==> config.mk <==
export PLATFORM = sky130hd
export DESIGN_NAME = dwl_top
export DESIGN_NICKNAME = d
export VERILOG_FILES = /design/src/design/dwl_pkg.sv /design/src/design/dwl_lane_if.sv /design/src/design/dwl_sync2.sv /design/src/design/dwl_level_lane.sv /design/src/design/dwl_top.sv
export SDC_FILE = /design/constraint.sdc
export NUM_CORES = 2
export LEC_CHECK = 0
export BUFFER_PORTS_ARGS = -buffer_cell sky130_fd_sc_hd__buf_2
export CAP_MARGIN = 20
export CORE_MARGIN = 3
export CORE_UTILIZATION = 29
export CTS_BUF_LIST = sky130_fd_sc_hd__clkbuf_8
export DETAILED_ROUTE_END_ITERATION = 10
export GPL_TIMING_DRIVEN = 1
export PLACE_DENSITY = 0.53
export RECOVER_POWER = 25
export SYNTH_ARGS = -nofsm -noshare
export SYNTH_HDL_FRONTEND = slang
export SYNTH_SLANG_ARGS = --single-unit
==> constraint.sdc <==
create_clock -name mclk_i -period 4.9 [get_ports mclk_i]
set_clock_uncertainty 0.05 [all_clocks]
set_input_delay 0.98 -clock mclk_i [delete_from_list [all_inputs] [get_ports mclk_i]]
set_output_delay 0.98 -clock mclk_i [all_outputs]
set_load 0.05 [all_outputs]
==> src/design/dwl_pkg.sv <==
/*
  Package for the write-leveling and training block: timing constants,
  command codes, register offsets and field positions.
  Assumes a 40 MHz core clock and a decoded command stream.
*/
package dwl_pkg;
   // ====================
   // Clock and timing
   // ====================
   localparam int CLK_PERIOD_PS          = 25000;
   localparam int VREF_SINGLE_STEP_NS    = 80;
   localparam int VREF_FULL_RANGE_NS     = 200;
   localparam int LEVELING_FEEDBACK_NS   = 20;
   localparam int LEVELING_FIRST_STROBE  = 40;
   // Longest times round down
   localparam int VREF_SHORT_CYC = VREF_SINGLE_STEP_NS * 1000 / CLK_PERIOD_PS;
   localparam int VREF_LONG_CYC  = VREF_FULL_RANGE_NS * 1000 / CLK_PERIOD_PS;

   // ====================
   // Training FIFO shape
   // ====================
   localparam int FIFO_DEPTH = 5;
   localparam int BURST_LEN  = 16;
   localparam int DQ_W       = 16;
   localparam int MASK_W     = 2;
   localparam int ENT_W      = BURST_LEN * (DQ_W + MASK_W);

   // ====================
   // Command codes on cmd_i
   // ====================
   typedef enum logic [2:0] {
      DWL_CMD_DES    = 3'h0,
      DWL_CMD_MPC1   = 3'h1,
      DWL_CMD_CAS2   = 3'h2,
      DWL_CMD_RD     = 3'h3,
      DWL_CMD_WR     = 3'h4,
      DWL_CMD_MRW    = 3'h5,
      DWL_CMD_PDE    = 3'h6,
      DWL_CMD_SRPDE  = 3'h7
   } dwl_cmd_e;

   // MPC-1 operand fields
   localparam int          MPC_EN_BIT  = 5;
   localparam logic [4:0]  MPC_WR_FIFO = 5'h07;
   localparam logic [4:0]  MPC_RD_FIFO = 5'h01;

   // Mode register numbers and fields
   localparam logic [5:0]  MR_LEVEL    = 6'h02;
   localparam logic [5:0]  MR_VREF     = 6'h0e;
   localparam int          WL_BIT      = 7;
   localparam int          RANGE_BIT   = 6;

   // ====================
   // AXI4-Lite register map
   // ====================
   localparam logic [7:0]  REG_CTRL    = 8'h00;
   localparam logic [7:0]  REG_STATUS  = 8'h04;
   localparam logic [7:0]  REG_PTRS    = 8'h08;
   localparam logic [1:0]  RESP_OKAY   = 2'h0;
   localparam logic [1:0]  RESP_SLVERR = 2'h2;
endpackage

==> src/design/dwl_lane_if.sv <==
/*
  Carrier between the top and its leveling-lane helper.
  Assumes one clock shared by both ends.
*/
`timescale 1ns/1ps
interface dwl_lane_if;
   logic strobe_sync;
   logic ck_level;
   logic leveling;
   logic fb;
   logic fb_valid;
   modport lane (input strobe_sync, ck_level, leveling,
                 output fb, fb_valid);
   modport top  (output strobe_sync, ck_level, leveling,
                 input fb, fb_valid);
endinterface

==> src/design/dwl_sync2.sv <==
/*
  Two-stage synchroniser for one level from outside the clock domain.
  Assumes the source is a pin.
*/
`timescale 1ns/1ps
module dwl_sync2 (
   // Clock and reset
   input  wire logic mclk_i,
   input  wire logic reset_n_i,
   // Level
   input  wire logic d_i,
   output logic      q_o
);
   logic meta_q;
   // ====================
   // Two flops; the first feeds only the second
   // ====================
   always_ff @(posedge mclk_i or negedge reset_n_i) begin
      if (!reset_n_i) begin
         meta_q <= 1'b0;
         q_o    <= 1'b0;
      end else begin
         meta_q <= d_i;
         q_o    <= meta_q;
      end
   end
endmodule // dwl_sync2

==> src/design/dwl_level_lane.sv <==
/*
  One strobe lane of write leveling: samples the clock level on each
  rising strobe edge and marks feedback valid from the second edge.
  Assumes synchronised inputs from the top.
*/
`timescale 1ns/1ps
module dwl_level_lane (
   // Clock and reset
   input  wire logic mclk_i,
   input  wire logic reset_n_i,
   // Lane carrier
   dwl_lane_if.lane  lane
);
   logic       prev_q;
   logic [1:0] edges_q;
   logic       fb_q;
   wire        rise = lane.strobe_sync & ~prev_q;

   // ====================
   // Edge capture and valid qualification
   // ====================
   always_ff @(posedge mclk_i or negedge reset_n_i) begin
      if (!reset_n_i) begin
         prev_q  <= 1'b0;
         edges_q <= 2'h0;
         fb_q    <= 1'b0;
      end else begin
         prev_q <= lane.strobe_sync;
         if (!lane.leveling) begin
            edges_q <= 2'h0;
         end else if (rise) begin
            fb_q <= lane.ck_level;       // Sample clock on rising strobe
            if (edges_q != 2'h2) begin
               edges_q <= edges_q + 2'h1;
            end
         end
      end
   end
   // Valid only from the second edge onward
   assign lane.fb       = fb_q;
   assign lane.fb_valid = (edges_q == 2'h2);
endmodule // dwl_level_lane

==> src/design/dwl_top.sv <==
/*
  Write-leveling, reference-voltage settling and DQ training FIFO logic
  of one channel, with an AXI4-Lite status port; control register writes are accepted and ignored.
  Assumes commands arrive already decoded on mclk_i; strobe and clock
  sample pins come from outside and are synchronised here.
*/
// The AXI4-Lite register port and the register offsets were chosen for this implementation.
`timescale 1ns/1ps
// Behaviour
// - Single-step reference change settles within 80 ns.
// - Multi-step reference change settles within 200 ns.
// - Reference range follows bit 6 of the reference register.
// - In leveling, clock is sampled on each rising strobe edge.
// - Low byte reports strobe 0, high byte reports strobe 1.
// - Each channel and strobe levels independently.
// - Leveling entered and left by bit 7 of mode register 2.
// - Data outputs undefined on leveling entry until feedback valid.
// - Feedback valid from second edge within 20 ns; code drives it on dq_o at the fourth mclk_i edge after the strobe pin rises.
// - MPC-1 with CA5 low is a no-op, else CA4:0 decoded.
// - Training write uses write latency from CAS-2.
// - Five training writes, one 16-beat burst each, stored.
// - Training read uses read latency from CAS-2.
// - Training reads do not alter entries.
// - Reads step 0 to 4 then wrap.
// - Write pointer reset on reset and power-down entries.
// - Normal read advances both pointers; training ops advance one.
// - Sixth write overwrites the first entry.
module dwl_top
   import dwl_pkg::*;
#(
   parameter int WL      = 8,
   parameter int RL      = 14
) (
   // Clock and reset
   input  wire logic              mclk_i,
   input  wire logic              reset_n_i,
   // Decoded command bus
   input  wire logic              cmd_valid_i,
   input  wire logic [2:0]        cmd_i,
   input  wire logic [5:0]        cmd_ca_i,
   input  wire logic [7:0]        cmd_op_i,
   input  wire logic [5:0]        cmd_mr_i,
   // Pin samples
   input  wire logic              ck_pin_i,
   input  wire logic [1:0]        dqs_pin_i,
   // Write data burst stream
   input  wire logic              wdata_valid_i,
   input  wire logic [DQ_W-1:0]   wdata_i,
   input  wire logic [MASK_W-1:0] wmask_i,
   // Data outputs
   output logic [DQ_W-1:0]        dq_o,
   output logic [DQ_W-1:0]        dq_oe_o,
   output logic [MASK_W-1:0]      dmi_o,
   // Reference and leveling status
   output logic [5:0]             vref_level_o,
   output logic                   vref_range_o,
   output logic                   vref_busy_o,
   output logic                   leveling_o,
   // AXI4-Lite
   input  wire logic [7:0]        s_awaddr,
   input  wire logic              s_awvalid,
   output logic                   s_awready,
   input  wire logic [31:0]       s_wdata,
   input  wire logic [3:0]        s_wstrb,
   input  wire logic              s_wvalid,
   output logic                   s_wready,
   output logic [1:0]             s_bresp,
   output logic                   s_bvalid,
   input  wire logic              s_bready,
   input  wire logic [7:0]        s_araddr,
   input  wire logic              s_arvalid,
   output logic                   s_arready,
   output logic [31:0]            s_rdata,
   output logic [1:0]             s_rresp,
   output logic                   s_rvalid,
   input  wire logic              s_rready
);
   localparam int PW = 3;
   localparam int CW = 8;
   localparam logic [PW-1:0] LAST = PW'(FIFO_DEPTH - 1);
   localparam int SHORT_C = VREF_SHORT_CYC;
   localparam int LONG_C  = VREF_LONG_CYC;

   // ====================
   // Pin synchronisers and leveling lanes
   // ====================
   logic       ck_s;
   logic [1:0] dqs_s;
   logic       wl_q;
   logic [1:0] fb;
   logic [1:0] fbv;
   dwl_sync2 u_sck (.mclk_i(mclk_i), .reset_n_i(reset_n_i),
                    .d_i(ck_pin_i), .q_o(ck_s));
   for (genvar g = 0; g < 2; g++) begin : g_lane
      dwl_lane_if lif ();
      dwl_sync2 u_sdqs (.mclk_i(mclk_i), .reset_n_i(reset_n_i),
                        .d_i(dqs_pin_i[g]), .q_o(dqs_s[g]));
      assign lif.strobe_sync = dqs_s[g];
      assign lif.ck_level    = ck_s;
      assign lif.leveling    = wl_q;
      assign fb[g]           = lif.fb;
      assign fbv[g]          = lif.fb_valid;
      dwl_level_lane u_lane (.mclk_i(mclk_i), .reset_n_i(reset_n_i),
                             .lane(lif)); // Strobes level apart
   end

   // ====================
   // Command decode
   // ====================
   wire is_mrw   = cmd_valid_i && cmd_i == DWL_CMD_MRW;
   wire mrw_wl   = is_mrw && cmd_mr_i == MR_LEVEL;
   wire mrw_vref = is_mrw && cmd_mr_i == MR_VREF;
   wire mpc_on   = cmd_valid_i && cmd_i == DWL_CMD_MPC1
                   && cmd_ca_i[MPC_EN_BIT];
   wire mpc_wr   = mpc_on && cmd_ca_i[4:0] == MPC_WR_FIFO;
   wire mpc_rd   = mpc_on && cmd_ca_i[4:0] == MPC_RD_FIFO;
   wire cas2     = cmd_valid_i && cmd_i == DWL_CMD_CAS2;
   wire nrm_rd   = cmd_valid_i && cmd_i == DWL_CMD_RD;
   wire pd_entry = cmd_valid_i &&
                   (cmd_i == DWL_CMD_PDE || cmd_i == DWL_CMD_SRPDE);

   // ====================
   // Leveling mode and reference voltage
   // ====================
   logic [5:0] vref_q;
   logic [CW-1:0] settle_q;
   wire [5:0] vnew = cmd_op_i[5:0];
   wire one_step = (vnew == vref_q + 6'h1) || (vnew + 6'h1 == vref_q);
   wire [CW-1:0] settle_d = one_step ? CW'(VREF_SHORT_CYC)
                                     : CW'(VREF_LONG_CYC);
   always_ff @(posedge mclk_i or negedge reset_n_i) begin
      if (!reset_n_i) begin
         wl_q         <= 1'b0;
         vref_q       <= 6'h0;
         vref_range_o <= 1'b0;
         settle_q     <= '0;
      end else begin
         if (mrw_wl) wl_q <= cmd_op_i[WL_BIT];
         if (mrw_vref) begin
            vref_q       <= vnew;
            vref_range_o <= cmd_op_i[RANGE_BIT];
            settle_q     <= (vnew == vref_q) ? '0 : settle_d;
         end else if (settle_q != '0) begin
            settle_q <= settle_q - CW'(1);
         end
      end
   end

   // ====================
   // MPC-1 pending, awaiting its CAS-2
   // ====================
   logic pend_wr_q, pend_rd_q;
   wire  go_wr = pend_wr_q && cas2;
   wire  go_rd = pend_rd_q && cas2;
   always_ff @(posedge mclk_i or negedge reset_n_i) begin
      if (!reset_n_i) begin
         pend_wr_q <= 1'b0;
         pend_rd_q <= 1'b0;
      end else begin
         pend_wr_q <= mpc_wr;
         pend_rd_q <= mpc_rd;
      end
   end

   // ====================
   // Latency pipes: CAS-2 edge starts the count
   // ====================
   logic [WL-1:0] wl_pipe_q;
   logic [RL:0] rl_pipe_q;
   always_ff @(posedge mclk_i or negedge reset_n_i) begin
      if (!reset_n_i) begin
         wl_pipe_q <= '0;
         rl_pipe_q <= '0;
      end else begin
         wl_pipe_q <= {wl_pipe_q[WL-2:0], go_wr};
         rl_pipe_q <= {rl_pipe_q[RL-1:0], go_rd};
      end
   end
   // First beat is sampled WL edges after the CAS-2 edge
   wire wr_start = wl_pipe_q[WL-1];
   wire rd_start = rl_pipe_q[RL];

   // ====================
   // Training FIFO storage and pointers
   // ====================
   logic [DQ_W+MASK_W-1:0] mem_q [FIFO_DEPTH][BURST_LEN];
   logic [PW-1:0] wptr_q, rptr_q, wcap_q, rcap_q;
   logic [4:0]    wbeat_q, rbeat_q;
   wire [PW-1:0] wptr_n = (wptr_q == LAST) ? '0 : wptr_q + PW'(1);
   wire [PW-1:0] rptr_n = (rptr_q == LAST) ? '0 : rptr_q + PW'(1);
   wire wr_active = wbeat_q != '0 || wr_start;
   always_ff @(posedge mclk_i or negedge reset_n_i) begin
      if (!reset_n_i) begin
         wptr_q  <= '0;
         rptr_q  <= '0;
         wcap_q  <= '0;
         rcap_q  <= '0;
         wbeat_q <= '0;
         rbeat_q <= '0;
      end else begin
         if (pd_entry) begin
            wptr_q <= '0;
         end else if (go_wr || nrm_rd) begin
            wptr_q <= wptr_n;                      // Wraps, 6th hits 0
         end
         if (go_rd || nrm_rd) rptr_q <= rptr_n;
         if (go_wr) wcap_q <= wptr_q;
         if (go_rd) rcap_q <= rptr_q;
         if (wr_start) wbeat_q <= 5'h1;
         else if (wbeat_q != '0 && wdata_valid_i)
            wbeat_q <= (wbeat_q == 5'(BURST_LEN - 1)) ? '0 : wbeat_q + 5'h1;
         if (rd_start) rbeat_q <= 5'h1;
         else if (rbeat_q != '0)
            rbeat_q <= (rbeat_q == 5'(BURST_LEN)) ? '0 : rbeat_q + 5'h1;
      end
   end
   // Burst store; only writes touch the array
   wire [3:0] wb_idx = wr_start ? 4'h0 : wbeat_q[3:0];
   always_ff @(posedge mclk_i) begin
      if (wr_active && wdata_valid_i)
         mem_q[wcap_q][wb_idx] <= {wmask_i, wdata_i};
   end

   // ====================
   // Output drive: leveling feedback or FIFO readback
   // ====================
   wire       rd_on  = rbeat_q != '0;
   wire [3:0] rb_idx = rbeat_q[3:0] - 4'h1;
   wire [DQ_W+MASK_W-1:0] rword = mem_q[rcap_q][rb_idx];
   always_ff @(posedge mclk_i or negedge reset_n_i) begin
      if (!reset_n_i) begin
         dq_o    <= '0;
         dq_oe_o <= '0;
         dmi_o   <= '0;
      end else if (wl_q) begin
         // Low byte strobe 0, high byte strobe 1 zero until valid
         dq_o    <= {{8{fb[1] & fbv[1]}}, {8{fb[0] & fbv[0]}}};
         dq_oe_o <= '1;
         dmi_o   <= '0;
      end else if (rd_on) begin
         dq_o    <= rword[DQ_W-1:0];
         dq_oe_o <= '1;
         dmi_o   <= rword[DQ_W+MASK_W-1:DQ_W];
      end else begin
         dq_o    <= '0;
         dq_oe_o <= '0;
         dmi_o   <= '0;
      end
   end

   always_ff @(posedge mclk_i or negedge reset_n_i) begin
      if (!reset_n_i) begin
         vref_level_o <= 6'h0;
         vref_busy_o  <= 1'b0;
         leveling_o   <= 1'b0;
      end else begin
         vref_level_o <= vref_q;
         vref_busy_o  <= settle_q != '0;
         leveling_o   <= wl_q;
      end
   end

   // ====================
   // AXI4-Lite slave: status readback
   // ====================
   logic aw_q, w_q;
   logic [7:0] awa_q;
   wire aw_hs = s_awvalid && s_awready;
   wire w_hs  = s_wvalid && s_wready;
   wire wdo   = (aw_q || aw_hs) && (w_q || w_hs) && !s_bvalid;
   wire [7:0] wa = aw_hs ? s_awaddr : awa_q;
   wire [31:0] rmux =
      (s_araddr == REG_STATUS) ? {24'h0, fbv, fb, 1'b0, vref_range_o,
                                  settle_q != '0, wl_q} :
      (s_araddr == REG_PTRS)   ? {24'h0, 1'b0, wptr_q, 1'b0, rptr_q} :
      32'h0;
   wire rok = s_araddr == REG_STATUS || s_araddr == REG_PTRS
              || s_araddr == REG_CTRL;
   always_ff @(posedge mclk_i or negedge reset_n_i) begin
      if (!reset_n_i) begin
         aw_q <= 1'b0;
         w_q <= 1'b0;
         awa_q <= 8'h0;
         s_awready <= 1'b1;
         s_wready <= 1'b1;
         s_bvalid <= 1'b0;
         s_bresp <= RESP_OKAY;
         s_arready <= 1'b1;
         s_rvalid <= 1'b0;
         s_rdata <= 32'h0;
         s_rresp <= RESP_OKAY;
      end else begin
         if (aw_hs) begin
            aw_q <= 1'b1;
            awa_q <= s_awaddr;
            s_awready <= 1'b0;
         end
         if (w_hs) begin
            w_q <= 1'b1;
            s_wready <= 1'b0;
         end
         if (wdo) begin
            s_bvalid <= 1'b1;
            s_bresp  <= (wa == REG_CTRL) ? RESP_OKAY : RESP_SLVERR;
            aw_q <= 1'b0;
            w_q <= 1'b0;
         end
         if (s_bvalid && s_bready) begin
            s_bvalid <= 1'b0;
            s_awready <= 1'b1;
            s_wready <= 1'b1;
         end
         if (s_arvalid && s_arready) begin
            s_arready <= 1'b0;
            s_rvalid <= 1'b1;
            s_rdata <= rmux;
            s_rresp <= rok ? RESP_OKAY : RESP_SLVERR;
         end else if (s_rvalid && s_rready) begin
            s_rvalid <= 1'b0;
            s_arready <= 1'b1;
         end
      end
   end
endmodule // dwl_top

* After elaboration in Yosys (flattened, before gate mapping)
Memories as Yosys holds them, arrays and structs flattened.
Index checks and enable logic that the tools add are counted.
** Cells by class
- Order comparisons :: 3
- Add/sub/neg operators :: 10
- Eq/ne operators :: 27
- Reductions and logical operators :: 51
- Bitwise gates (word level) :: 8
- Muxes and demuxes :: 53
** Operators by type and width (count)
- two-way mux 288 bit :: 1
- binary-select mux 18 bit (select 4 bit) :: 1
- demux 18 bit (select 4 bit) :: 1
- two-way mux 16 bit :: 4
- two-way mux 18 bit :: 3
- two-way mux 8 bit :: 4
- two-way mux 5 bit :: 6
- logical AND 1 bit :: 22
- two-way mux 2 bit :: 10
- nonzero test 2 bit :: 10
- == test 6 bit :: 3
- logical NOT 8 bit :: 2
- == test 3 bit (second input constant) :: 5
- two-way mux 1 bit :: 15
- adder 6 x 1 -> 6 bit (second input constant) :: 2
- two-way mux 3 bit :: 4
- two-way mux 4 bit :: 3
- adder 5 x 1 -> 5 bit (second input constant) :: 2
- greater-or-equal comparator 5 bit (second input constant) :: 2
- inverter 4 -> 5 bit :: 2
- nonzero test 5 bit :: 2
- logical OR 1 bit :: 9
- == test 8 x 3 -> 1 bit (second input constant) :: 1
- == test 8 x 4 -> 1 bit (second input constant) :: 1
- 22 further kinds :: 37
** Storage, ports and cells
- Register bits :: 170
- Word-level logic and storage cells :: 196
- Input port bits :: 105
- Memory bits (writable) :: 1440
- Memories :: 1
- Output and inout bits :: 84
** Memories
- mem_q :: depth 5, width 288, rd ports 1, clocked after Yosys merged registers in 0, wr ports 1, RTL line dwl_top.sv:186 : logic [DQ_W+MASK_W-1:0] mem_q [FIFO_DEPTH][BURST_LEN];

* Longest topological paths before layout
- Depth in word-level cells :: 7
- Gate-level depth with buffers :: 16
- Gate-level depth less buffers :: 8

* Cells and area by module
From an unflattened synthesis, not the netlist that was laid out.
** Second synthesis, totals
- Cells, all modules :: 2974
- Area, all modules :: 60810.8 um^2
** Modules (own cells, without submodules)
- dwl_top :: cells each 2938, sequential area each 46098.0 um^2, instances 1, area each 60277.8 um^2
- dwl_level_lane :: cells each 15, sequential area each 100.1 um^2, instances 2, area each 191.4 um^2
- dwl_sync2 :: cells each 2, sequential area each 50.0 um^2, instances 3, area each 50.0 um^2

* Worst setup path before layout
OpenSTA, ideal clock, no wires.
- Path type :: register to register
- Start point :: register rbeat_q[0]
- End point :: register dq_o[11]
- Slack :: 1496 ps
- Arrival time :: 3225 ps
- Period minus slack after synthesis :: 3404 ps
- Cell stages (with the launch flop) :: 16
- Required time :: 4721 ps
- Library setup time :: 129 ps
- Buffers on the path :: 8
- Path through :: dfrtp_1 -> buf_2 -> buf_2 -> inv_2 -> buf_4 -> buf_6 -> clkbuf_1 -> ha_1 -> buf_2 -> clkbuf_1 -> clkbuf_1 -> mux4_2 -> nand2_1 -> a21oi_1 -> a211oi_2 -> o31ai_1
** Between the ends
- Word-level cells in the longest chain between the ends :: 7
- Elaborated cells between the ends (all ways) :: 8
- Those cells by class :: add/sub: 1; mux: 5; bitwise: 1; reduce/logical: 1
** RTL lines
- from (decl) :: RTL line dwl_top.sv:188 : logic [4:0] wbeat_q, rbeat_q;
- from (signal assigned) :: RTL line dwl_top.sv:214 : rbeat_q <= (rbeat_q == 5'(BURST_LEN)) ? '0 : rbeat_q + 5'h1;
- subtractor 4 x 1 -> 4 bit :: RTL line dwl_top.sv:228 : wire [3:0] rb_idx = rbeat_q[3:0] - 4'h1;
- inverter 4 -> 5 bit (implied by the code) :: RTL line dwl_top.sv:229 : wire [DQ_W+MASK_W-1:0] rword = mem_q[rcap_q][rb_idx];
- binary-select mux 18 bit (select 4 bit) :: RTL line dwl_top.sv:229
- two-way mux 18 bit (implied by the code) (2 in series) :: RTL line dwl_top.sv:229
- two-way mux 16 bit * :: RTL line dwl_top.sv:240 : end else if (rd_on) begin
- two-way mux 16 bit * :: RTL line dwl_top.sv:235 : end else if (wl_q) begin
- to (signal assigned) :: RTL line dwl_top.sv:237 : dq_o <= {{8{fb[1] & fbv[1]}}, {8{fb[0] & fbv[0]}}};
- to (signal assigned) :: RTL line dwl_top.sv:241 : dq_o <= rword[DQ_W-1:0];
- to (decl) :: RTL line dwl_top.sv:51 : output logic [DQ_W-1:0] dq_o,
Mark *: on every way between the ends. The rest lies on a longest branch, timed or not. The select of a mux whose other input is x is not followed.
A chain may end at the register's enable or synchronous reset.

* Final worst setup path
- Start point :: input port wdata_i[9]
- End point :: memory mem_q[2][45] (netlist bit), data pin
** RTL lines
- from (decl) :: RTL line dwl_top.sv:48 : input wire logic [DQ_W-1:0] wdata_i,
- to (decl) :: RTL line dwl_top.sv:186
No word-level cell before the write port.

==> out/metrics.cfg <==
[global_route]
grt_pass1_vias=31470
grt_util_all_layers_pct=14.75
grt_max_degree=96
antenna_found_initial=14
globalRouteOverflowTotal=0
grt_pass1_wl_um=230500

[worst_setup_path]
start_kind=primary input
r2r_end=dq_o[14]$_DFF_PN0_
path_depth=1
crit_path_end_kind=flip-flop
arrival_ns=4.21
path_class=primary input to flip-flop
r2r_cells=10
crit_buf_inv=1
cp_data_required_time_ns=4.91
cp-startpoint=wdata_i[9]
regToRegSetupSlack_ns=0.93
worstReg2RegStart=rbeat_q[0]$_DFFE_PN0P_
worstSetupEndpoint=mem_q[2][45]$_DFFE_PP_
crit_family=buffers and inverters
crit_chain=clkbuf_1
worstPathMaxFanout=81
cp_slowest_stage_delay_ns=3.09
crit_slowest_cell=clkbuf_1

[layout]
fin_util_pct=33.99
layout_common_cells=edfxtp_1 (1,440), mux4_2 (360), clkbuf_8 (301)
area_growth_pct=16.18
drive_above_1_share_pct=30.75
filler_cell_count=19600
final_common_cell=edfxtp_1
nets=3515

[timing]
slew-limit-headroom_pct=-201.6
rsz0062_at_grt=no
fmax_mhz=237.7
period_minus_slack_ns=4.206
tightest_slew_ns=4.524
final-max-slew-violation-count=908
fin_crit_sh_pct=85.84
final.setup.tns_ns=0
timing_hold_violations_final=0
setup_slack_ns=0.6936
finalSetupViolCount=0
whs_ns=0.1500

[logic_synthesis]
async_flop_share_pct=8.163
synth.avg_cell_area_um2=20.43
synth_edf_count=1440
synth-seq-cells=1568
ys.warnings.count=0
ys_seq_area_share_pct=76.36
syn_area_mm2=0.06082
synth_cell_types=65
ys.flop_type=edfxtp_1
postSynthCellCount=2977

[flow_run]
max_cap_violations=17

[cts]
numCtsBuffers=280
clkSinkCount=1568
h-tree-depth=5
cts_root_buf=clkbuf_8
clk_pin_slew_ns=0.06
cts.repair.resized=0
clock_path_buffers=4
worstSkewPairLatency_ns=0.97
cts_tree=done

[detailed_routing]
drt_iter0_drc=2974
ant_nets=0
drt_wl_total_um=160800
routed_via_density=4.818
avgRoutedWirePerCell_um=25.21
route.vias.total=30730
firstDrtPassIters=5
drcViolationCount=0

[min_path]
hold_path_class=primary input to flip-flop

[die]
die_x_um=464.0
design.core.area_mm2=0.2079
io_pins=189
fp-row-count=167
die-area_mm2=0.2153
die_y_um=464.0
start_util_pct=29.26

[power]
power.total_uw=35720
ir_drop_mv=0.5706
p_leak_uw=0.02273
power.density_mw_per_mm2=505.4

[placed_design]
hpwl_um=95080
port_buffers=125
place_ws_ns=0.9072
gp_congestion=0.7907

[outcome]
violations=max-capacitance violations, max-slew violations
status=complete, but fails checks

==> logic make-up (layout without fill, tap and decap cells) <==
| logic type | count (synthesis) | after routing | synth area share [%] |
|---|---|---|---|
| other | 1 | 30 | 0.006165 |
| XOR/XNOR | 21 | 21 | 0.3024 |
| buffers and inverters | 215 | 799 | 1.921 |
| adder cells (fa/ha/maj) | 13 | 13 | 0.2674 |
| flip-flops | 1568 | 1568 | 76.36 |
| AND/OR/NAND/NOR | 434 | 434 | 3.267 |
| AO/OA/AOI/OAI | 266 | 266 | 2.824 |
| multiplexers | 459 | 459 | 15.05 |
==> final cells by class <==
type	instances	area [µm²]	share of cell area, %
well taps	2788	3488	4.937
clock inverters	171	815.8	1.154
clock buffers	301	4143	5.863
multi-input cells	1220	13590	19.23
repair buffers	302	2063	2.920
inverters	25	96.34	0.1363
flip-flops and latches	1568	46460	65.75
diodes	3	7.507	0.01062
==> flip-flops by register name, summed over array words and instances, names as in the netlist, 2 cells and up <==
name	cells
awa_q	8
dmi_o	2
dq_o	16
g_lane.u_lane.edges_q	4
g_lane.u_lane.lane.fb	2
g_lane.u_lane.prev_q	2
g_lane.u_sdqs.meta_q	2
g_lane.u_sdqs.q_o	2
mem_q	1440
rbeat_q	5
rcap_q	3
rl_pipe_q	15
rptr_q	3
s_rdata	7
settle_q	8
vref_level_o	6
vref_q	6
wbeat_q	5
wcap_q	3
wl_pipe_q	8
wptr_q	3
==> where the power goes <==
| part | switching (µW) | internal, µW | leakage [µW] |
|---|---|---|---|
| sequential | 352 | 15100 | 0.0146 |
| combinational | 6180 | 2980 | 0.00529 |
| clock | 5200 | 5870 | 0.00287 |
==> layer usage <==
| metal | up-vias | global-route usage (%) | routed length, µm |
|---|---|---|---|
| li1 | 12990 | - | - |
| met2 | 1012 | 23.53 | 77340 |
| met3 | 233 | 2.797 | 9360 |
| met5 | - | 0 | 27 |
| met4 | 4 | 4.831 | 4227 |
| met1 | 16500 | 20.31 | 69830 |
==> cells in the mapped netlist, drive strengths merged (4+ instances only) <==
master	count	area, µm²
edfxtp	1440	43240
mux4	360	8108
nand2	158	593.1
buf	134	864.6
nor2	129	486.7
dfrtp	125	3128
a21oi	58	290.3
clkbuf	56	210.2
mux2i	56	560.5
o21ai	51	255.2
mux2	43	484.2
o22ai	37	231.5
nand3	28	140.1
a211oi	26	210.2
a31oi	23	143.9
inv	23	86.33
nor3	23	115.1
and3	22	137.6
a22oi	21	157.7
and2	16	100.1
ha	13	162.7
nor2b	11	68.82
xnor2	11	96.34
xor2	10	87.58
a2111oi	7	61.31
a221oi	7	61.31
nand2b	7	43.79
or3	7	43.79
nand3b	6	45.04
a32oi	5	43.79
nor4	5	31.28
o221ai	5	43.79
a22o	4	35.03
and4	4	35.03
nand4	4	25.02
nor3b	4	30.03
o211ai	4	30.03
o31ai	4	30.03
==> worst min-delay path by stage <==
| stage | start | to | slack (ns) | depth (start not counted) |
|---|---|---|---|---|
| floorplan | g_lane[0].u_sdqs.meta_q$_DFF_PN0_ | g_lane[0].u_sdqs.q_o$_DFF_PN0_ | 0.28 | 0 |
| global placement | rl_pipe_q[4]$_DFF_PN0_ | rl_pipe_q[5]$_DFF_PN0_ | 0.28 | 0 |
| detailed placement | g_lane[1].u_sdqs.meta_q$_DFF_PN0_ | g_lane[1].u_sdqs.q_o$_DFF_PN0_ | 0.29 | 0 |
| CTS | s_wvalid | s_wready$_DFFE_PN1P_ | 0.004 | 2 |
| global route | s_arvalid | s_arready$_DFFE_PN1P_ | 0.1 | 2 |
| finish | s_wvalid | s_wready$_DFFE_PN1P_ | 0.15 | 2 |
==> metrics by stage <==
step,cells,cell area (µm²)
finish,6378,70660
global route,6376,70660
global placement,5894,65670
detailed placement,5896,65700
CTS,6374,70720
floorplan,3003,60920
==> repair_timing <==
| action | in CTS | in global routing |
|---|---|---|
| buffers inserted | 0 | 0 |
| hold endpoints to repair | 16 | 0 |
| setup endpoints to repair | 0 | 0 |
| hold buffers | 6 | 0 |
No activity file was read; power rests on OpenSTA's default activity.
